## src/rtl/cfpb_pkg.sv

```systemverilog
// Purpose: Constants for the configuration fuse protection bank
// Assumes: Byte-wide fuse registers in the configuration space
// Notes: Programmed bits read 0, unprogrammed bits read 1
package cfpb_pkg;
  // ==========================================================
  // Register addresses (configuration space, table read only)
  localparam logic [21:0] CFG_SPACE_BASE = 22'h300000;
  localparam logic [21:0] CFG_SPACE_LAST = 22'h3000FF;
  localparam logic [21:0] ADDR_RESET_PIN_AND_ROUTING = 22'h300005;
  localparam logic [21:0] ADDR_DEBUG_AND_CORE_OPTION = 22'h300006;
  localparam logic [21:0] ADDR_BLOCK_CODE_PROTECT = 22'h300008;
  localparam logic [21:0] ADDR_BOOT_CODE_PROTECT = 22'h300009;
  localparam logic [21:0] ADDR_BLOCK_WRITE_PROTECT = 22'h30000A;
  localparam logic [21:0] ADDR_BOOT_CONFIG_WRITE_PROTECT = 22'h30000B;
  // ==========================================================
  // Implemented bit masks; other bits read as zero
  localparam logic [7:0] MASK_RESET_PIN_AND_ROUTING = 8'h87;
  localparam logic [7:0] MASK_DEBUG_AND_CORE_OPTION = 8'hC5;
  localparam logic [7:0] MASK_BLOCK_PROTECT = 8'h0F;
  localparam logic [7:0] MASK_BOOT_CODE_PROTECT = 8'h40;
  localparam logic [7:0] MASK_BOOT_CONFIG_WRITE_PROTECT = 8'h60;
  // ==========================================================
  // Unprogrammed values
  localparam logic [7:0] UNPROG_RESET_PIN_AND_ROUTING = 8'h83;
  localparam logic [7:0] UNPROG_DEBUG_AND_CORE_OPTION = 8'h85;
  localparam logic [7:0] UNPROG_BLOCK_PROTECT = 8'h0F;
  localparam logic [7:0] UNPROG_BOOT_CODE_PROTECT = 8'h40;
  localparam logic [7:0] UNPROG_BOOT_CONFIG_WRITE_PROTECT = 8'h60;
  // ==========================================================
  // Field positions
  localparam int BIT_RESET_PIN_ENABLE = 7;
  localparam int BIT_LOW_POWER_TIMER_OSC = 2;
  localparam int BIT_PORT_ANALOG_DEFAULT = 1;
  localparam int BIT_CAPCOMP2_ROUTING = 0;
  localparam int BIT_DEBUG_DISABLE = 7;
  localparam int BIT_EXTENDED_INSTR_ENABLE = 6;
  localparam int BIT_SINGLE_SUPPLY_PROG_ENABLE = 2;
  localparam int BIT_STACK_OVERFLOW_RESET_ENABLE = 0;
  localparam int BIT_CODE_PROTECT_BOOT = 6;
  localparam int BIT_WRITE_PROTECT_BOOT = 6;
  localparam int BIT_WRITE_PROTECT_CONFIG = 5;
  // ==========================================================
  // Block maps (upper bound of each block, 22-bit program address)
  localparam logic [21:0] BOOT_LAST = 22'h0007FF;
  localparam logic [21:0] SMALL_BLOCK0_LAST = 22'h001FFF;
  localparam logic [21:0] SMALL_BLOCK1_LAST = 22'h003FFF;
  localparam logic [21:0] SMALL_BLOCK2_LAST = 22'h005FFF;
  localparam logic [21:0] SMALL_BLOCK3_LAST = 22'h007FFF;
  localparam logic [21:0] LARGE_BLOCK0_LAST = 22'h003FFF;
  localparam logic [21:0] LARGE_BLOCK1_LAST = 22'h007FFF;
  localparam logic [21:0] LARGE_BLOCK2_LAST = 22'h00BFFF;
  localparam logic [21:0] LARGE_BLOCK3_LAST = 22'h00FFFF;
  // Analog configuration register low nibble values at reset
  localparam logic [3:0] ANALOG_CFG_ALL_ANALOG = 4'h0;
  localparam logic [3:0] ANALOG_CFG_PORT_B_DIGITAL = 4'h7;
endpackage

```

## src/rtl/cfpb_block_decode.sv

```systemverilog
// Purpose: Map a program address to a protection block index
// Assumes: Address within user program memory space
// Notes: Index 4 means boot block, 5 means outside all blocks
`timescale 1ns/1ps
module cfpb_block_decode (
  input wire logic [21:0] addr_i,
  input wire logic large_mem_i,
  output logic [2:0] block_o
);
  // ==========================================================
  // Combinational block lookup
  always_comb begin
    if (addr_i <= cfpb_pkg::BOOT_LAST) begin
      block_o = 3'h4;
    end else if (large_mem_i) begin
      // Map for 48K and 64K parts
      if (addr_i <= cfpb_pkg::LARGE_BLOCK0_LAST) block_o = 3'h0;
      else if (addr_i <= cfpb_pkg::LARGE_BLOCK1_LAST) block_o = 3'h1;
      else if (addr_i <= cfpb_pkg::LARGE_BLOCK2_LAST) block_o = 3'h2;
      else if (addr_i <= cfpb_pkg::LARGE_BLOCK3_LAST) block_o = 3'h3;
      else block_o = 3'h5;
    end else begin
      // Map for 16K and 32K parts
      if (addr_i <= cfpb_pkg::SMALL_BLOCK0_LAST) block_o = 3'h0;
      else if (addr_i <= cfpb_pkg::SMALL_BLOCK1_LAST) block_o = 3'h1;
      else if (addr_i <= cfpb_pkg::SMALL_BLOCK2_LAST) block_o = 3'h2;
      else if (addr_i <= cfpb_pkg::SMALL_BLOCK3_LAST) block_o = 3'h3;
      else block_o = 3'h5;
    end
  end
endmodule // cfpb_block_decode

```

## src/rtl/cfpb_fuse_bank.sv

```systemverilog
// Purpose: Configuration fuse bank with protection checks and decoded controls
// Assumes: Fuse array image presented on fuse_*_i; table read port synchronous
// Notes: Fuses captured after reset release and held; programming mode may clear
// Notes: Blocks above NUM_BLOCKS read as unprotected and cannot be cleared
//
// Behaviour
// Reset pin enable selects external reset or input
// Timer oscillator low-power selection
// Port analog default sets analog reset state
// Channel 2 routing on port C or B
// Debugger active when fuse is zero
// Extended instruction set enable
// Single-supply programming enable
// Stack full or underflow triggers reset
// Unimplemented bits read zero
// Small part block address map
// Large part block address map
// Block code protect when zero
// Block write protect when zero
// Boot block code protect when zero
// Boot block write protect when zero
// Config space write protect when zero; code raises table_wr_denied_o but still applies the write in programming mode
// Config protect writable only in programming mode
// Absent upper block bits kept at one
// Protection bits only clear toward zero
// Programmed reads zero, unprogrammed reads one
// Config space reached only by table reads
// Fuses sampled at reset and held
`timescale 1ns/1ps
module cfpb_fuse_bank #(
  parameter int NUM_BLOCKS = 4 // Implemented protection blocks
) (
  input wire logic core_clk_i,
  input wire logic rst_i,
  // Fuse array image
  input wire logic [7:0] fuse_reset_pin_and_routing_i,
  input wire logic [7:0] fuse_debug_and_core_option_i,
  input wire logic [7:0] fuse_block_code_protect_i,
  input wire logic [7:0] fuse_boot_code_protect_i,
  input wire logic [7:0] fuse_block_write_protect_i,
  input wire logic [7:0] fuse_boot_and_config_write_protect_i,
  input wire logic large_mem_i,
  input wire logic prog_mode_i,
  // Table read and write port
  input wire logic table_rd_i,
  input wire logic table_wr_i,
  input wire logic [21:0] table_addr_i,
  input wire logic [7:0] table_wdata_i,
  output logic [7:0] table_rdata_o,
  output logic table_rd_denied_o,
  output logic table_wr_denied_o,
  // Stack events
  input wire logic stack_full_i,
  input wire logic stack_underflow_i,
  // Program memory access checks
  input wire logic [21:0] pm_addr_i,
  input wire logic pm_ext_read_i,
  input wire logic pm_wr_i,
  output logic pm_read_blocked_o,
  output logic pm_wr_blocked_o,
  // Decoded controls
  output logic reset_pin_enable_o,
  output logic port_e_pin_3_input_en_o,
  output logic low_power_timer_osc_o,
  output logic [3:0] analog_config_reset_o,
  output logic capcomp2_on_port_c_pin_1_o,
  output logic debugger_active_o,
  output logic extended_instr_enable_o,
  output logic single_supply_prog_enable_o,
  output logic stack_reset_o
);
  // ==========================================================
  // Held fuse registers
  logic [7:0] routing_reg; // Reset pin, timer, analog and routing byte
  logic [7:0] core_opt_reg; // Debugger and core option byte
  logic [7:0] cp_reg; // Per-block code protection, 0 means protected
  logic [7:0] boot_cp_reg; // Boot block code protection
  logic [7:0] wp_reg; // Per-block write protection, 0 means protected
  logic [7:0] wpb_reg; // Boot block and config space write protection
  logic loaded_reg; // High once fuses were captured
  // ==========================================================
  // Next values and helper nets
  logic [7:0] cp_next; // Code protection after a clearing write
  logic [7:0] wp_next; // Write protection after a clearing write
  logic [2:0] pm_block; // Block of program access
  logic in_cfg; // Table address inside config space
  logic [7:0] rdata_next; // Byte selected by the table address
  logic [7:0] blk_mask; // Implemented block bits

  // Bits above the implemented blocks stay at one, so a smaller part
  // never reports an absent block as protected
  assign blk_mask = 8'((1 << NUM_BLOCKS) - 1);
  // Window of the configuration space seen by table accesses
  assign in_cfg = (table_addr_i >= cfpb_pkg::CFG_SPACE_BASE) &&
                  (table_addr_i <= cfpb_pkg::CFG_SPACE_LAST);

  // ==========================================================
  // Block lookup for program accesses
  cfpb_block_decode u_decode (
    .addr_i(pm_addr_i),
    .large_mem_i(large_mem_i),
    .block_o(pm_block)
  );

  // ==========================================================
  // Clear-only update of protection bytes
  // A write only moves bits from one to zero; a one in the data leaves
  // the bit as it is, so protection can never be lifted again
  always_comb begin
    // Hold by default
    cp_next = cp_reg;
    wp_next = wp_reg;
    // Clearing happens only in programming mode
    if (table_wr_i && prog_mode_i) begin
      // Block code protection byte
      if (table_addr_i == cfpb_pkg::ADDR_BLOCK_CODE_PROTECT) begin
        cp_next = cp_reg & (table_wdata_i | ~blk_mask);
      end
      // Block write protection byte
      if (table_addr_i == cfpb_pkg::ADDR_BLOCK_WRITE_PROTECT) begin
        wp_next = wp_reg & (table_wdata_i | ~blk_mask);
      end
    end
  end

  // ==========================================================
  // Capture fuses after reset release, then hold
  // The image is taken once, on the first edge after reset; later
  // changes on the fuse inputs are ignored until the next reset
  always_ff @(posedge core_clk_i or posedge rst_i) begin
    if (rst_i) begin
      // Unprogrammed values while reset is held
      loaded_reg <= 1'b0;
      routing_reg <= cfpb_pkg::UNPROG_RESET_PIN_AND_ROUTING;
      core_opt_reg <= cfpb_pkg::UNPROG_DEBUG_AND_CORE_OPTION;
      cp_reg <= cfpb_pkg::UNPROG_BLOCK_PROTECT;
      boot_cp_reg <= cfpb_pkg::UNPROG_BOOT_CODE_PROTECT;
      wp_reg <= cfpb_pkg::UNPROG_BLOCK_PROTECT;
      wpb_reg <= cfpb_pkg::UNPROG_BOOT_CONFIG_WRITE_PROTECT;
    end else if (!loaded_reg) begin
      // One-time sample of the fuse image
      loaded_reg <= 1'b1;
      routing_reg <= fuse_reset_pin_and_routing_i & cfpb_pkg::MASK_RESET_PIN_AND_ROUTING;
      core_opt_reg <= fuse_debug_and_core_option_i & cfpb_pkg::MASK_DEBUG_AND_CORE_OPTION;
      // Absent blocks are read as unprotected
      cp_reg <= (fuse_block_code_protect_i | ~blk_mask) & cfpb_pkg::MASK_BLOCK_PROTECT;
      boot_cp_reg <= fuse_boot_code_protect_i & cfpb_pkg::MASK_BOOT_CODE_PROTECT;
      wp_reg <= (fuse_block_write_protect_i | ~blk_mask) & cfpb_pkg::MASK_BLOCK_PROTECT;
      wpb_reg <= fuse_boot_and_config_write_protect_i &
                 cfpb_pkg::MASK_BOOT_CONFIG_WRITE_PROTECT;
    end else begin
      // Block bytes follow the clear-only next values
      cp_reg <= cp_next;
      wp_reg <= wp_next;
      // Boot bits clear-only; config protect only in programming mode
      if (table_wr_i && prog_mode_i) begin
        // Boot block code protection
        if (table_addr_i == cfpb_pkg::ADDR_BOOT_CODE_PROTECT) begin
          boot_cp_reg <= boot_cp_reg & table_wdata_i;
        end
        // Boot block and config space write protection
        if (table_addr_i == cfpb_pkg::ADDR_BOOT_CONFIG_WRITE_PROTECT) begin
          wpb_reg <= wpb_reg & table_wdata_i;
        end
      end
    end
  end

  // ==========================================================
  // Table read mux; unmapped reads zero
  always_comb begin
    case (table_addr_i)
      // Held bytes, already masked so unimplemented bits read zero
      cfpb_pkg::ADDR_RESET_PIN_AND_ROUTING: rdata_next = routing_reg;
      cfpb_pkg::ADDR_DEBUG_AND_CORE_OPTION: rdata_next = core_opt_reg;
      cfpb_pkg::ADDR_BLOCK_CODE_PROTECT: rdata_next = cp_reg;
      cfpb_pkg::ADDR_BOOT_CODE_PROTECT: rdata_next = boot_cp_reg;
      cfpb_pkg::ADDR_BLOCK_WRITE_PROTECT: rdata_next = wp_reg;
      cfpb_pkg::ADDR_BOOT_CONFIG_WRITE_PROTECT: rdata_next = wpb_reg;
      // Reserved and unmapped addresses
      default: rdata_next = 8'h00;
    endcase
  end

  // ==========================================================
  // Table read data, one cycle after request
  // The byte is kept until the next read, so a slow reader may take it
  // later
  always_ff @(posedge core_clk_i or posedge rst_i) begin
    if (rst_i) begin
      table_rdata_o <= 8'h00;
    end else if (table_rd_i) begin
      // Outside the configuration space nothing is returned
      table_rdata_o <= in_cfg ? rdata_next : 8'h00;
    end
  end

  // ==========================================================
  // Table refusal flags, one cycle per request cycle
  always_ff @(posedge core_clk_i or posedge rst_i) begin
    if (rst_i) begin
      table_rd_denied_o <= 1'b0;
      table_wr_denied_o <= 1'b0;
    end else begin
      // Reads reach only the configuration space
      table_rd_denied_o <= table_rd_i && !in_cfg;
      // Config space writes flagged when protected or outside programming; a protected write in programming mode still clears bits
      table_wr_denied_o <= table_wr_i && in_cfg &&
        (!prog_mode_i || !wpb_reg[cfpb_pkg::BIT_WRITE_PROTECT_CONFIG]);
    end
  end

  // ==========================================================
  // Program memory read protection check
  // The flag stands for one cycle per request cycle; the map follows
  // the memory size input, so both part sizes share one check
  always_ff @(posedge core_clk_i or posedge rst_i) begin
    if (rst_i) begin
      pm_read_blocked_o <= 1'b0;
    end else if (pm_block == 3'h4) begin
      // Boot block
      pm_read_blocked_o <= pm_ext_read_i && !boot_cp_reg[cfpb_pkg::BIT_CODE_PROTECT_BOOT];
    end else if (pm_block < 3'h4) begin
      // One of the numbered blocks
      pm_read_blocked_o <= pm_ext_read_i && !cp_reg[pm_block[1:0]];
    end else begin
      // Beyond the last block nothing is protected
      pm_read_blocked_o <= 1'b0;
    end
  end

  // ==========================================================
  // Program memory write protection check
  // Same block map as the read check, with the write protection bytes
  always_ff @(posedge core_clk_i or posedge rst_i) begin
    if (rst_i) begin
      pm_wr_blocked_o <= 1'b0;
    end else if (pm_block == 3'h4) begin
      // Boot block
      pm_wr_blocked_o <= pm_wr_i && !wpb_reg[cfpb_pkg::BIT_WRITE_PROTECT_BOOT];
    end else if (pm_block < 3'h4) begin
      // One of the numbered blocks
      pm_wr_blocked_o <= pm_wr_i && !wp_reg[pm_block[1:0]];
    end else begin
      // Beyond the last block nothing is protected
      pm_wr_blocked_o <= 1'b0;
    end
  end

  // ==========================================================
  // Reset pin function from held fuses
  // Both views of the shared pin come from one bit, so they can never
  // disagree
  always_ff @(posedge core_clk_i or posedge rst_i) begin
    if (rst_i) begin
      reset_pin_enable_o <= 1'b1;
      port_e_pin_3_input_en_o <= 1'b0;
    end else begin
      reset_pin_enable_o <= routing_reg[cfpb_pkg::BIT_RESET_PIN_ENABLE];
      port_e_pin_3_input_en_o <= !routing_reg[cfpb_pkg::BIT_RESET_PIN_ENABLE];
    end
  end

  // ==========================================================
  // Timer oscillator, analog default and channel 2 routing
  always_ff @(posedge core_clk_i or posedge rst_i) begin
    if (rst_i) begin
      low_power_timer_osc_o <= 1'b0;
      analog_config_reset_o <= cfpb_pkg::ANALOG_CFG_ALL_ANALOG;
      capcomp2_on_port_c_pin_1_o <= 1'b1;
    end else begin
      low_power_timer_osc_o <= routing_reg[cfpb_pkg::BIT_LOW_POWER_TIMER_OSC];
      // Low port B pins come out of reset analog or digital
      analog_config_reset_o <= routing_reg[cfpb_pkg::BIT_PORT_ANALOG_DEFAULT] ?
        cfpb_pkg::ANALOG_CFG_ALL_ANALOG : cfpb_pkg::ANALOG_CFG_PORT_B_DIGITAL;
      capcomp2_on_port_c_pin_1_o <= routing_reg[cfpb_pkg::BIT_CAPCOMP2_ROUTING];
    end
  end

  // ==========================================================
  // Debugger and core options
  always_ff @(posedge core_clk_i or posedge rst_i) begin
    if (rst_i) begin
      debugger_active_o <= 1'b0;
      extended_instr_enable_o <= 1'b0;
      single_supply_prog_enable_o <= 1'b1;
    end else begin
      // Debugger runs when its fuse is programmed
      debugger_active_o <= !core_opt_reg[cfpb_pkg::BIT_DEBUG_DISABLE];
      extended_instr_enable_o <= core_opt_reg[cfpb_pkg::BIT_EXTENDED_INSTR_ENABLE];
      single_supply_prog_enable_o <= core_opt_reg[cfpb_pkg::BIT_SINGLE_SUPPLY_PROG_ENABLE];
    end
  end

  // ==========================================================
  // Stack fault reset request
  // Registered, so the request follows the stack event by one cycle
  always_ff @(posedge core_clk_i or posedge rst_i) begin
    if (rst_i) begin
      stack_reset_o <= 1'b0;
    end else begin
      // Full and underflow both count when the fuse allows it
      stack_reset_o <= core_opt_reg[cfpb_pkg::BIT_STACK_OVERFLOW_RESET_ENABLE] &&
                       (stack_full_i || stack_underflow_i);
    end
  end
endmodule // cfpb_fuse_bank

```

## config.mk

```make
export PLATFORM = sky130hd
export DESIGN_NAME = cfpb_fuse_bank
export DESIGN_NICKNAME = d
export VERILOG_FILES = /design/src/rtl/cfpb_pkg.sv /design/src/rtl/cfpb_block_decode.sv /design/src/rtl/cfpb_fuse_bank.sv
export SDC_FILE = /design/constraint.sdc
export NUM_CORES = 1
export LEC_CHECK = 0
export BUFFER_PORTS_ARGS = -buffer_cell sky130_fd_sc_hd__buf_4
export CAP_MARGIN = 25
export CELL_PAD_IN_SITES_DETAIL_PLACEMENT = 0
export CELL_PAD_IN_SITES_GLOBAL_PLACEMENT = 2
export CORE_UTILIZATION = 27
export CTS_BUF_LIST = sky130_fd_sc_hd__clkbuf_8
export DETAILED_ROUTE_END_ITERATION = 6
export PLACE_DENSITY_LB_ADDON = 0.12
export RECOVER_POWER = 50
export SYNTH_ARGS = -nofsm -noshare
export SYNTH_HDL_FRONTEND = slang
export SYNTH_SLANG_ARGS = --single-unit
```

## constraint.sdc

```tcl
create_clock -name core_clk_i -period 2.14 [get_ports core_clk_i]
set_input_delay 0.428 -clock core_clk_i [delete_from_list [all_inputs] [get_ports core_clk_i]]
set_output_delay 0.428 -clock core_clk_i [all_outputs]
set_load 0.05 [all_outputs]
```

**Word level (Yosys, flattened, before mapping)**

Cells that the tools add are included.
W data, S select, Z words.

- Output and inout bits: 24
- Input bits: 110
- Register bits after elaboration: 64
- Word-level logic and storage cells: 106

- Order comparisons: 11
- Bitwise logic cells: 4
- Muxes and demuxes: 33
- Reduce and logical (&&, ||, !) cells: 25
- Equality and inequality tests: 12

Operator list:

| kind | number |
|---|---|
| $eq A22 B22 Y1 const B | 6 |
| $mux W8 | 13 |
| $pmux W8 S6 | 1 |
| $le A22 B15 Y1 const B | 2 |
| $le A22 B16 Y1 const B | 2 |
| $mux W3 | 11 |
| $and A8 B8 Y8 | 4 |
| $ge A22 B22 Y1 const B | 1 |
| $le A22 B11 Y1 const B | 1 |
| $le A22 B13 Y1 const B | 1 |
| $le A22 B14 Y1 const B | 1 |
| $le A22 B22 Y1 const B | 1 |
| $logic_and A1 B1 Y1 | 10 |
| $ne A2 B1 Y1 const B | 5 |
| $logic_not A1 Y1 | 9 |
| $reduce_and A2 Y1 | 4 |
| $mux W1 | 6 |
| $bmux W1 S2 | 2 |
| $lt A2 B4 Y1 const B | 1 |
| $eq A3 B3 Y1 const B | 1 |
| $lt A3 B3 Y1 const B | 1 |
| $logic_or A1 B1 Y1 | 2 |

**Depth between registers and ports, before layout**

Gate-level depths: netlist (run 1).

- Word-level depth: 13
- Depth in mapped cells: 7
- Depth with buffers taken out: 5

**By module**

A second synthesis (run 1) with hierarchy kept.

- Cell total of the unflattened synthesis: 231
- Area, all modules: 2,623.8 um^2

By module, submodules not included:

| module | seq. area each (um^2) | cells an instance | area each (um^2) | times used |
|---|---|---|---|---|
| cfpb_fuse_bank | 1,376.3 | 217 | 2,552.4 | 1 |
| cfpb_block_decode | 0.0 | 14 | 71.3 | 1 |

**Least setup slack after synthesis (run 1)**

OpenSTA, ideal clock, no wires.

- Kind: input to register
- From: input port table_addr_i[15]
- To: register boot_cp_reg[6]
- Setup time: 0.078 ns
- Arrival time: 1.974 ns
- Data required time: 2.062 ns
- Stages: 6
- Slack: 0.087 ns
- Path buffers: 1
- Cell sequence: or4b_4 nor4_4 and3_1 buf_6 nand2_2 a31o_1

- Word-level cells in the longest chain between the ends: 3

Ends and longest elaborated chain:

| element | RTL line | RTL |
|---|---|---|
| start, declared | cfpb_fuse_bank.sv:47 | `input wire logic [21:0] table_addr_i,` |
| $eq A22 B22 Y1 | cfpb_fuse_bank.sv:158 | `if (table_addr_i == cfpb_pkg::ADDR_BOOT_CODE_PROTECT) begin` |
| $ne A2 B1 Y1 (no line) | -- |  |
| $reduce_and A2 Y1 (no line) | -- |  |
| end signal, assigned | cfpb_fuse_bank.sv:137 | `boot_cp_reg <= cfpb_pkg::UNPROG_BOOT_CODE_PROTECT;` |
| end signal, assigned | cfpb_fuse_bank.sv:147 | `boot_cp_reg <= fuse_boot_code_protect_i & cfpb_pkg::MASK_BOOT_CODE_PROTECT;` |
| end signal, assigned | cfpb_fuse_bank.sv:159 | `boot_cp_reg <= boot_cp_reg & table_wdata_i;` |
| end, declared | cfpb_fuse_bank.sv:77 | `logic [7:0] boot_cp_reg;` |

Every way passes these cells.
A chain may end at the register's enable or synchronous reset.

**Final worst setup path (run 1)**

- From: input port pm_addr_i[19]
- To: register pm_wr_blocked_o

- Word-level cells in the longest chain between the ends: 13
- Elaborated cells between the ends (all ways): 25
- Those cells by class: order compare: 8; eq/ne: 1; mux: 14; reduce/logical: 2

Ends and longest elaborated chain:

| element | RTL line | RTL |
|---|---|---|
| start, declared | cfpb_fuse_bank.sv:56 | `input wire logic [21:0] pm_addr_i,` |
| $le A22 B15 Y1 or $le A22 B16 Y1 (tied branches) | cfpb_block_decode.sv:18, cfpb_block_decode.sv:27, cfpb_block_decode.sv:20 |  |
| $mux W3 (on tied branches) | cfpb_block_decode.sv:27, cfpb_block_decode.sv:20 |  |
| $mux W3 (on tied branches) | cfpb_block_decode.sv:26, cfpb_block_decode.sv:19 |  |
| $mux W3 (on tied branches) | cfpb_block_decode.sv:25, cfpb_block_decode.sv:18 |  |
| $mux W3 (on tied branches) | cfpb_block_decode.sv:24, cfpb_block_decode.sv:17 |  |
| $mux W3 | cfpb_block_decode.sv:15 | `end else if (large_mem_i) begin` |
| $mux W3 * | cfpb_block_decode.sv:13 | `if (addr_i <= cfpb_pkg::BOOT_LAST) begin` |
| $bmux W1 S2 | cfpb_fuse_bank.sv:243 | `pm_wr_blocked_o <= pm_wr_i && !wp_reg[pm_block[1:0]];` |
| $mux W1 (implied by the code) | cfpb_fuse_bank.sv:243 |  |
| $logic_not A1 Y1 | cfpb_fuse_bank.sv:243 |  |
| $logic_and A1 B1 Y1 | cfpb_fuse_bank.sv:243 |  |
| $mux W1 | cfpb_fuse_bank.sv:241 | `end else if (pm_block < 3'h4) begin` |
| $mux W1 * | cfpb_fuse_bank.sv:238 | `end else if (pm_block == 3'h4) begin` |
| end signal, assigned | cfpb_fuse_bank.sv:240 | `pm_wr_blocked_o <= pm_wr_i && !wpb_reg[cfpb_pkg::BIT_WRITE_PROTECT_BOOT];` |
| end signal, assigned | cfpb_fuse_bank.sv:243 |  |
| end, declared | cfpb_fuse_bank.sv:60 | `output logic pm_wr_blocked_o,` |

Mark *: on every way between the ends. The rest lies on a longest branch, timed or not. The select of a mux whose other input is x is not followed.

==> metrics.cfg, run 1 <==
[floorplan]
die-width_um = 99.52
core_area_um2 = 9240
rows = 35
die-height_um = 99.52
die-area_um2 = 9903
io_pins = 134
start_util_pct = 27.79

[route]
ant_nets = 0
avgViaCountPerCell = 4.548
vias = 2142
drt_iter0_drc = 78
drcViolationCount = 0
drt-pass1-iter-count = 4
drt_wl_total_um = 7067
post_drt_wl_per_cell_um = 15.00

[place]
place_ws_ns = -0.1411
hpwl_um = 5321
io_buffers = 92
dp.cells = 463
place_congestion = 0.7584

[sta]
hold_viol = 0
timing.fmax_ghz = 0.5094
relSlewSlack_pct = 38.87
postLayoutSetupSlackWorst_ns = 0.1771
rsz0062_at_grt = no
finClkSkew_ns = 0.009677
fin_crit_ns = 1.963
min_period_over_period_pct = 91.73
final-setup-viol-count = 0
tightest_slew_ns = 0.9159
maxSlewViolCount = 0

[clock_tree]
cts_buffer_depth = 2
tritoncts = yes
cts_setup_buffers = 0
ctsRootBufferMaster = clkbuf_8
cts.clk_slew.worst_paths_ns = 0.10
post_cts_resize_count = 0
cts_buffers = 5
ctsHtreeMaxLevel = 2
clock_sinks = 54
clk-insertion-delay-late_ns = 0.31
holdBufCountCts = 0

[run_status]
run_status = complete, no violations

[logic_synthesis]
yosys_warnings = 0
netlist_area_um2 = 2567
synth_top_family_by_area = simple AND/OR/NAND/NOR gates
synth_compound_area_share_pct = 14.04
synth_fa_ha_area_share_pct = 0
syn_inst = 243
ys_seq_area_share_pct = 53.61
synthXorXnorAreaFrac_pct = 0
ys_ff_latch = 54
synth_mux_area_share_pct = 9.747
synth_flop_cell = dfrtp_1
synthArstFlopShare_pct = 100.0
synth-edff-count = 0
syn_avg_cell_area_um2 = 10.57
synth_cell_types = 45
synth_simple_gate_area_share_pct = 17.35
synth_nets = 353

[global_route]
grt_start_max_net_pins = 31
antenna_found_initial = 0
track_usage_pct = 14.97
grt-ovfl-total = 0
grt_pass1_vias = 2224
grt_first_pass_wirelength_um = 11500

[setup_path]
crit_fanout = 2
cp_top_family = simple AND/OR/NAND/NOR gates
crit_arrival_ns = 2.14
cp.buffers_inverters = 1
endpoint_kind = flop
startpoint = pm_addr_i[19]
crit_chain = buf_4 -> or4_1 -> nor3_1 -> a221oi_1 -> a2111oi_0 -> nor2_1
crit_path_start_kind = input port
r2r-start = wp_reg[0]
crit_type = in2reg
worstPathRequired_ns = 2.32
max_stage_delay_ns = 0.58
cp_slowest_cell = a2111oi_0

[power]
ir_worst_vdd_mv = 0.2648
seq_power_share_pct = 51.2
swShare_pct = 26.91
power.switching_uw = 599.1
powerDensity_nw_per_um2 = 627.3
p_comb_share_pct = 18.0
intPower_uw = 1628
clock_power_share_pct = 30.8
p_leak_uw = 0.001622

[finish]
nNetsFinal = 451
n_antenna_cell = 0
layout.cells.non_filler = 471
drive_above_1_share_pct = 41.81
area_delta_synth_final_pct = 38.26

[worst_hold_path]
worstHoldPathType = in2async

[flow_run]
max_cap_violations = 0

==> power by group through the flow <==
stage                     Sequential, µW  Combinational (µW)  Clock, µW
final                               1140                 401        685
after global routing                1150                 435        757
after CTS                           1150                 412        719
after detailed placement            1160                 411          0
after global placement              1160                 408          0
after floorplan                     1210                 169          0
==> path summary, 6_finish.rpt <==
check,cells after the start,slack [ns],endpoint
min in group core_clk_i,2,0.32,stack_reset_o
min reg2reg,0,0.40,single_supply_prog_enable_o
max in group asynchronous,3,0.54,boot_cp_reg[1]
max,6,0.18,pm_wr_blocked_o
max reg2reg,3,0.63,pm_wr_blocked_o
min,2,0.32,pm_wr_blocked_o
==> cell type report <==
cell class	count	area (µm²)
Clock buffer	5	68.82
Clock inverter	3	41.29
Fill cell	974	5690
Inverter	14	52.55
Multi-Input combinational cell	160	1064
Sequential cell	54	1376
Tap cell	129	161.4
Timing Repair Buffer	106	785.8
==> Yosys cell counts, drive strengths merged, types with 3 or more instances <==
cell | count | area, µm²
and3 | 3 | 20.02
nor4 | 3 | 33.78
o2bb2ai | 6 | 52.55
mux2 | 8 | 90.09
inv | 14 | 52.55
o22ai | 9 | 56.30
buf | 4 | 33.78
nor3 | 9 | 45.04
clkbuf | 11 | 41.29
nor2b | 7 | 43.79
nand3 | 4 | 20.02
dfrtp | 34 | 850.8
a21oi | 16 | 80.08
mux4 | 4 | 90.09
dfstp | 20 | 525.5
mux2i | 7 | 70.07
nand2 | 29 | 111.4
or4 | 4 | 33.78
a22o | 3 | 26.28
a31oi | 3 | 18.77
nor2 | 17 | 63.81
==> per-stage QoR <==
stage          power (µW)  util, %  setup TNS [ns]  hold WS [ns]  area, µm²
2_1_floorplan        1380        -               0        0.3586       2567
3_3_place_gp         1573    37.47         -0.6212        0.3660       3462
3_5_place_dp         1576    37.47         -0.5449        0.3687       3462
4_1_cts              2277    38.66               0        0.1705       3572
5_1_grt              2343    38.42               0        0.3069       3550
6_report             2227    38.42               0        0.3181       3550
==> logic make-up after synthesis <==
family | count (synthesis)
AND/OR/NAND/NOR | 86
flip-flops | 54
AO/OA/AOI/OAI | 53
buffers and inverters | 29
multiplexers | 19
other | 2
==> placed cells by master (no fill, tap or decap), types with 3 or more instances in the layout <==
cell and count:
o2bb2ai_1 6, dfstp_1 6, o22ai_1 9, inv_1 15
or4_1 3, nor2_1 17, nand2_1 28, nor3_1 9
dfstp_2 14, a22o_1 3, clkbuf_8 5, buf_4 102
mux2_2 8, mux2i_1 7, mux4_2 4, nor2b_1 7
dfrtp_1 34, a21oi_1 16, nand3_1 4, a31oi_1 3
==> layer usage <==
| layer | vias to the layer above | share of wire, % | global-route usage [%] |
|---|---|---|---|
| met5 | - | 0 | 0 |
| met4 | 0 | 0.72 | 3.507 |
| met3 | 4 | 3.8 | 2.741 |
| met2 | 56 | 48 | 24.68 |
| met1 | 1024 | 47 | 20.45 |
| li1 | 1058 | - | - |
(Power assumes the default switching activity.)
==> run 2: changes to the inputs <==
BUFFER_PORTS_ARGS = default   (was -buffer_cell sky130_fd_sc_hd__buf_4)
CORE_UTILIZATION = 38   (was 27)
DONT_BUFFER_PORTS = 1   (was default)
SYNTH_HIERARCHICAL = 1   (was default)
==> run 2 against run 1 <==
  * Synthesized cell count down 4.9%
  * Power shrank 13%
  * Clock skew is 0.0045 ns lower
  * Sequential power rose by 5%
  * Worst setup slack better by 0.30 ns
  * Highest routed layer unchanged
==> metrics.cfg, run 2 <==
[run_status]
run_status = complete, no violations

[flow_run]
max_cap_violations = 0  ; unchanged

[finish]
n_antenna_cell = 0  ; unchanged
layout_common_cells = 34 x dfrtp_1, 16 x nand2_1, 16 x nor2_1
drive_above_1_share_pct = 24.79  ; -17 points
seq_area_um2 = 1376  ; unchanged
area_delta_synth_final_pct = 8.822
num-fill-cells = 623  ; -36%
multiInputGateArea_um2 = 1146  ; +7.8%
nNetsFinal = 351  ; -22%
layout_commonest_cell = dfrtp_1

[floorplan]
die-width_um = 85.10  ; -14%
die-height_um = 85.10  ; -14%
rows = 29  ; -17%
start_util_pct = 40.40  ; +13 points
core_area_um2 = 6495  ; -30%
die-area_um2 = 7241  ; -27%
io_pins = 134  ; unchanged

[clock_tree]
cts.clk_slew.worst_paths_ns = 0.09  ; about the same
cts_buffer_depth = 2  ; unchanged
ctsHtreeMaxLevel = 2  ; unchanged
cts_buffers = 5  ; unchanged
holdBufCountCts = 0  ; unchanged
post_cts_resize_count = 0  ; unchanged
clock_sinks = 54  ; unchanged
ctsRootBufferMaster = clkbuf_8
cts_setup_buffers = 0  ; unchanged
clk-insertion-delay-late_ns = 0.30  ; about the same
tritoncts = yes

[place]
place_ws_ns = 0.1643  ; +0.3054 ns
io_buffers = 0  ; -100%
place_congestion = 0.7651  ; +0.88%
hpwl_um = 4881  ; -8.3%

[logic_synthesis]
synth_flop_cell = dfrtp_1
yosysMostFrequentCell = dfrtp_1
syn_inst = 231  ; -4.9%
syn_avg_cell_area_um2 = 11.36  ; +7.5%
synth_simple_gate_area_share_pct = 16.50  ; -0.85 points
yosys_warnings = 6  ; +6
synth-edff-count = 0  ; unchanged
synth_top_family_by_area = simple AND/OR/NAND/NOR gates
netlist_area_um2 = 2624  ; +2.2%
synthXorXnorAreaFrac_pct = 0.3338  ; +0.33 points
synth_cell_types = 45  ; unchanged
synth_compound_area_share_pct = 14.88  ; +0.84 points
ys_ff_latch = 54  ; unchanged
synth_nets = 341  ; -3.4%
synth.top_cell.area_share_pct = 32.43  ; -0.71 points
ys_top_cells_by_count = 34 x dfrtp_1, 20 x dfstp_2, 16 x nand2_1, 16 x nor2_1, 15 x mux2_2
ys_seq_area_share_pct = 52.46  ; -1.2 points
synth_fa_ha_area_share_pct = 0  ; unchanged
synth_mux_area_share_pct = 11.68  ; +1.9 points
synthArstFlopShare_pct = 100.0  ; unchanged
synth_area_leaders = dfrtp_1 32%, dfstp_2 20%, mux2_2 6.4%
synth_top_area_cell = dfrtp_1

[route]
ant_nets = 0  ; unchanged
post_drt_wl_per_cell_um = 19.76  ; +32%
vias = 1840  ; -14%
avgViaCountPerCell = 5.768  ; +27%
drt_wl_total_um = 6303  ; -11%
drt_iter0_drc = 91  ; +17%
drt-pass1-iter-count = 4  ; unchanged
drcViolationCount = 0  ; unchanged

[setup_path]
r2r-start = loaded_reg
cp_slowest_cell = or4b_4
endpoint_kind = flop
crit_type = in2reg
cp.buffers_inverters = 1  ; unchanged
crit_arrival_ns = 1.87  ; -0.27 ns
crit_path_start_kind = input port
max_stage_delay_ns = 0.59  ; about the same
r2r-end = wpb_reg[5]
reg2reg_slack_ns = 0.48  ; -0.15 ns
reg2reg_depth = 3  ; unchanged
cp_top_family = simple AND/OR/NAND/NOR gates
crit_fanout = 6  ; +4
worstPathRequired_ns = 2.34  ; +0.02 ns
crit_chain = nor4_2 -> buf_4 -> nand4_4 -> or4b_4 -> o211ai_1 -> o21ai_1

[global_route]
antenna_found_initial = 0  ; unchanged
grt-ovfl-total = 0  ; unchanged
grt_first_pass_wirelength_um = 10240  ; -11%
grt_pass1_vias = 1962  ; -12%
grt_start_max_net_pins = 38  ; +23%
track_usage_pct = 18.36  ; +3.4 points

[sta]
timing.fmax_ghz = 0.6012  ; +18%
min_period_over_period_pct = 77.73  ; -14 points
hold_viol = 0  ; unchanged
finClkSkew_ns = 0.005146  ; -0.004531 ns
fin_crit_ns = 1.663  ; -0.2995 ns
setup_tns_ns = 0  ; unchanged
relSlewSlack_pct = 37.92  ; -0.95 points
final-setup-viol-count = 0  ; unchanged
postLayoutSetupSlackWorst_ns = 0.4766  ; +0.2995 ns
maxSlewViolCount = 0  ; unchanged
rsz0062_at_grt = no
tightest_slew_ns = 0.9302  ; +0.01430 ns

[worst_hold_path]
worstHoldPathType = in2async

[power]
power.switching_uw = 515.2  ; -14%
seq_power_share_pct = 61.5  ; +10 points
intPower_uw = 1430  ; -12%
p_leak_uw = 0.001268  ; -22%
ir_worst_vdd_mv = 0.3375  ; +27%
powerDensity_nw_per_um2 = 681.2  ; +8.6%
p_comb_share_pct = 9.3  ; -8.7 points
swShare_pct = 26.48  ; -0.42 points
clock_power_share_pct = 29.2  ; -1.6 points

run 2: cell types whose count changed after synthesis, moves of 7 or more:
cell / before / now
o21ai_0: 2 / 9
mux2_2: 8 / 15
o211a_1: 0 / 13
a21oi_1: 16 / 4
o22ai_1: 9 / 0
nand2_1: 28 / 16
run 2: stage by stage:
stage,instances,utilization [%],hold WS (ns),instance area [µm²],total power (µW)
final,319,43.96,0.2071,2855,1945
after global routing,319,43.96,0.2016,2855,2041
after CTS,319,44.23,0.06782,2873,1985
after detailed placement,311,42.82,0.3732,2781,1409
after global placement,311,42.82,0.3674,2781,1401
after floorplan,231,-,0.3590,2624,1365
run 2: layout make-up:
| cell class | instances | area share [%] |
|---|---|---|
| multi-input cells | 153 | 40.14 |
| clock buffers | 6 | 2.892 |
| clock inverters | 2 | 0.3067 |
| repair buffers | 13 | 3.243 |
| flip-flops and latches | 54 | 48.20 |
| inverters | 14 | 1.840 |
| well taps | 77 | 3.374 |
run 2: metal layers:
metal / up-vias / GRT usage [%] / part of all wire, % / routed length (µm)
met5: - / 0 / 0 / 0
met4: 0 / 4.314 / 0.67 / 42
met3: 4 / 5.447 / 7.3 / 463
met2: 56 / 30.72 / 50 / 3179
met1: 914 / 23.49 / 42 / 2618
li1: 866 / - / - / -
run 2: power groups by stage:
stage	registers (µW)	logic [µW]	clock network, µW
CTS	1200	189	594
global route	1210	201	635
finish	1200	181	568
global placement	1220	184	0
detailed placement	1220	188	0
floorplan	1210	153	0
run 2: kinds of logic (layout without fill, tap and decap cells):
logic type	Yosys count	after routing
buf+inv	24	35
other cells	2	2
flops	54	54
xor+xnor	1	1
mux	25	25
simple gates	74	74
compound gates	51	51
run 2: how the worst max path moves through the flow:
| stage | start | to | slack, ns | depth (start not counted) |
|---|---|---|---|---|
| 2_1_floorplan | table_addr_i[6] | wp_reg[0] | 0.21 | 5 |
| 3_3_place_gp | table_addr_i[9] | boot_cp_reg[1] | 0.20 | 5 |
| 4_1_cts | table_addr_i[15] | wp_reg[0] | 0.48 | 6 |
| 3_5_place_dp | table_addr_i[15] | wp_reg[0] | 0.16 | 6 |
| 5_1_grt | loaded_reg | wpb_reg[5] | 0.35 | 3 |
| 6_report | table_addr_i[15] | wp_reg[2] | 0.48 | 6 |
==> run 3: changes to the inputs <==
CORE_UTILIZATION = 35   (was 38)
clock period = 1.4 ns   (was 2.14 ns; I/O delays follow)
==> run 3 against run 2 <==
  * The run now ends with setup timing left
  * Sequential power rose by 53%
  * Utilization down 0.33 points
  * First-iteration DRC count is 58% lower
  * Combinational power rose by 76%
==> metrics.cfg, run 3 (synthesized netlist as in run 2, its figures left out) <==
[run_status]
run_status = finished with violations
failed_checks = setup timing

[sta]
hold_viol = 0  ; unchanged
rsz0062_at_grt = yes
postLayoutSetupSlackWorst_ns = -0.05866  ; -0.5353 ns
tightest_slew_ns = 0.7119  ; -0.2183 ns
maxSlewViolCount = 0  ; unchanged
final-setup-viol-count = 20  ; +20
min_period_over_period_pct = 104.2
timing.fmax_ghz = 0.6856
relSlewSlack_pct = 52.54  ; +15 points
finClkSkew_ns = 0.006282  ; +0.001136 ns
fin_crit_ns = 1.459
whs_ns = 0.05517  ; -0.1519 ns

[finish]
seq_area_um2 = 1376  ; unchanged
num-fill-cells = 711  ; +14%
layout_common_cells = 34 x dfrtp_1, 30 x buf_4, 16 x nand2_1
drive_above_1_share_pct = 34.47  ; +9.7 points
nNetsFinal = 373  ; +6.3%
design_area_um2 = 3164  ; +11%
layout_commonest_cell = dfrtp_1
area_delta_synth_final_pct = 20.60
n_antenna_cell = 0  ; unchanged
layout.cells.non_filler = 363  ; +14%
multiInputGateArea_um2 = 1232  ; +7.5%

[route]
post_drt_wl_per_cell_um = 18.60  ; -5.9%
drcViolationCount = 0  ; unchanged
ant_nets = 0  ; unchanged
drt-pass1-iter-count = 4  ; unchanged
avgViaCountPerCell = 5.270  ; -8.6%
vias = 1913  ; +4.0%
drt_wl_total_um = 6752  ; +7.1%
drt_iter0_drc = 38  ; -58%

[clock_tree]
cts_buffers = 5  ; unchanged
ctsRootBufferMaster = clkbuf_8
tritoncts = yes
clock_sinks = 54  ; unchanged
clk-insertion-delay-late_ns = 0.30  ; about the same
cts.clk_slew.worst_paths_ns = 0.10  ; about the same
ctsHtreeMaxLevel = 2  ; unchanged
cts_buffer_depth = 2  ; unchanged

[worst_hold_path]
worstHoldPathType = in2reg

[global_route]
grt_first_pass_wirelength_um = 10120  ; -1.1%
track_usage_pct = 17.43  ; -0.93 points
grt_start_max_net_pins = 38  ; unchanged
antenna_found_initial = 0  ; unchanged
grt_pass1_vias = 1985  ; +1.2%
grt-ovfl-total = 0  ; unchanged

[setup_path]
reg2reg_slack_ns = 0.13  ; -0.35 ns
crit_path_start_kind = input port
endpoint_kind = flop
r2r-end = cp_reg[2]
r2r-start = loaded_reg
crit_fanout = 8  ; +2
reg2reg_depth = 4  ; +1
crit_path_end = boot_cp_reg[2]
crit_type = in2reg
worstPathRequired_ns = 1.59  ; -0.75 ns
startpoint = table_addr_i[9]
crit_arrival_ns = 1.65  ; -0.22 ns

[floorplan]
die-width_um = 88.58  ; +4.1%
die-height_um = 88.58  ; +4.1%
start_util_pct = 36.17  ; -4.2 points
io_pins = 134  ; unchanged
die-area_um2 = 7846  ; +8.4%
core_area_um2 = 7253  ; +12%
rows = 31  ; +6.9%

[power]
powerDensity_nw_per_um2 = 955.6  ; +40%
ir_worst_vdd_mv = 0.4220  ; +25%
p_leak_uw = 0.001381  ; +9.0%

[place]
io_buffers = 0  ; unchanged
place_ws_ns = -0.3595  ; -0.5238 ns
post_dp_cell_area_um2 = 3015  ; +8.4%
dp.cells = 352  ; +13%
place_congestion = 0.7763  ; +1.5%
hpwl_um = 5170  ; +5.9%

[flow_run]
max_cap_violations = 0  ; unchanged

[run 3: cell count changes in the layout (fill, tap and decap cells not counted), sizes merged]
cell / previous run / this run
buf: 11 / 32
clkinv: 2 / 3
inv: 14 / 12
clkinvlp: 0 / 2
dlygate4sd3: 0 / 1
clkbuf: 8 / 7
[run 3: how the worst min path moves through the flow]
stage	start	end	slack (ns)	depth (start not counted)
2_1_floorplan	rst_i	analog_config_reset_o[1]	0.34	1
3_3_place_gp	rst_i	stack_reset_o	0.25	2
3_5_place_dp	rst_i	stack_reset_o	0.25	2
4_1_cts	fuse_block_write_protect_i[1]	wp_reg[1]	0.05	2
5_1_grt	fuse_block_write_protect_i[3]	wp_reg[3]	0.04	2
6_report	fuse_block_write_protect_i[1]	wp_reg[1]	0.06	2
[run 3: what timing repair did]
action,in CTS,in global routing
endpoints found under the hold margin,34,0
gates resized for setup,1,7
hold buffers,1,0
setup endpoints to repair,9,31
pin swaps,0,7
setup buffers,0,2
[run 3: worst max-delay path, cell delays in order]
cell and delay [ns]:
or4_4 0.54, nor3_2 0.29, nand4_1 0.13, buf_4 0.19, o211a_1 0.22
[run 3: metrics by stage]
stage	total power [µW]	TNS, ns	util [%]
2_1_floorplan	2094	-8.044	-
4_1_cts	3072	-0.1001	43.02
6_report	3024	-0.8053	43.63
3_3_place_gp	2179	-9.938	41.57
3_5_place_dp	2187	-10.99	41.57
5_1_grt	3160	-1.322	43.63
[run 3: metal layers]
layer,GRT usage (%),vias up,wire length (µm)
li1,-,908,-
met1,22.09,946,2933
met2,29.79,55,3363
met3,4.851,4,407
met4,3.519,0,46
met5,0,-,0
[run 3: final cells by class]
class                           instances  share of cell area (%)
Multi-Input combinational cell        153                   38.95
Tap cell                               99                   3.915
Inverter                               14                   1.779
Clock inverter                          3                  0.6722
Timing Repair Buffer                   35                   9.015
Clock buffer                            5                   2.175
Sequential cell                        54                   43.50
[run 3: where the power goes]
group          switching, µW  internal (µW)
registers                151           1680
clock network            522            353
logic                    172            146
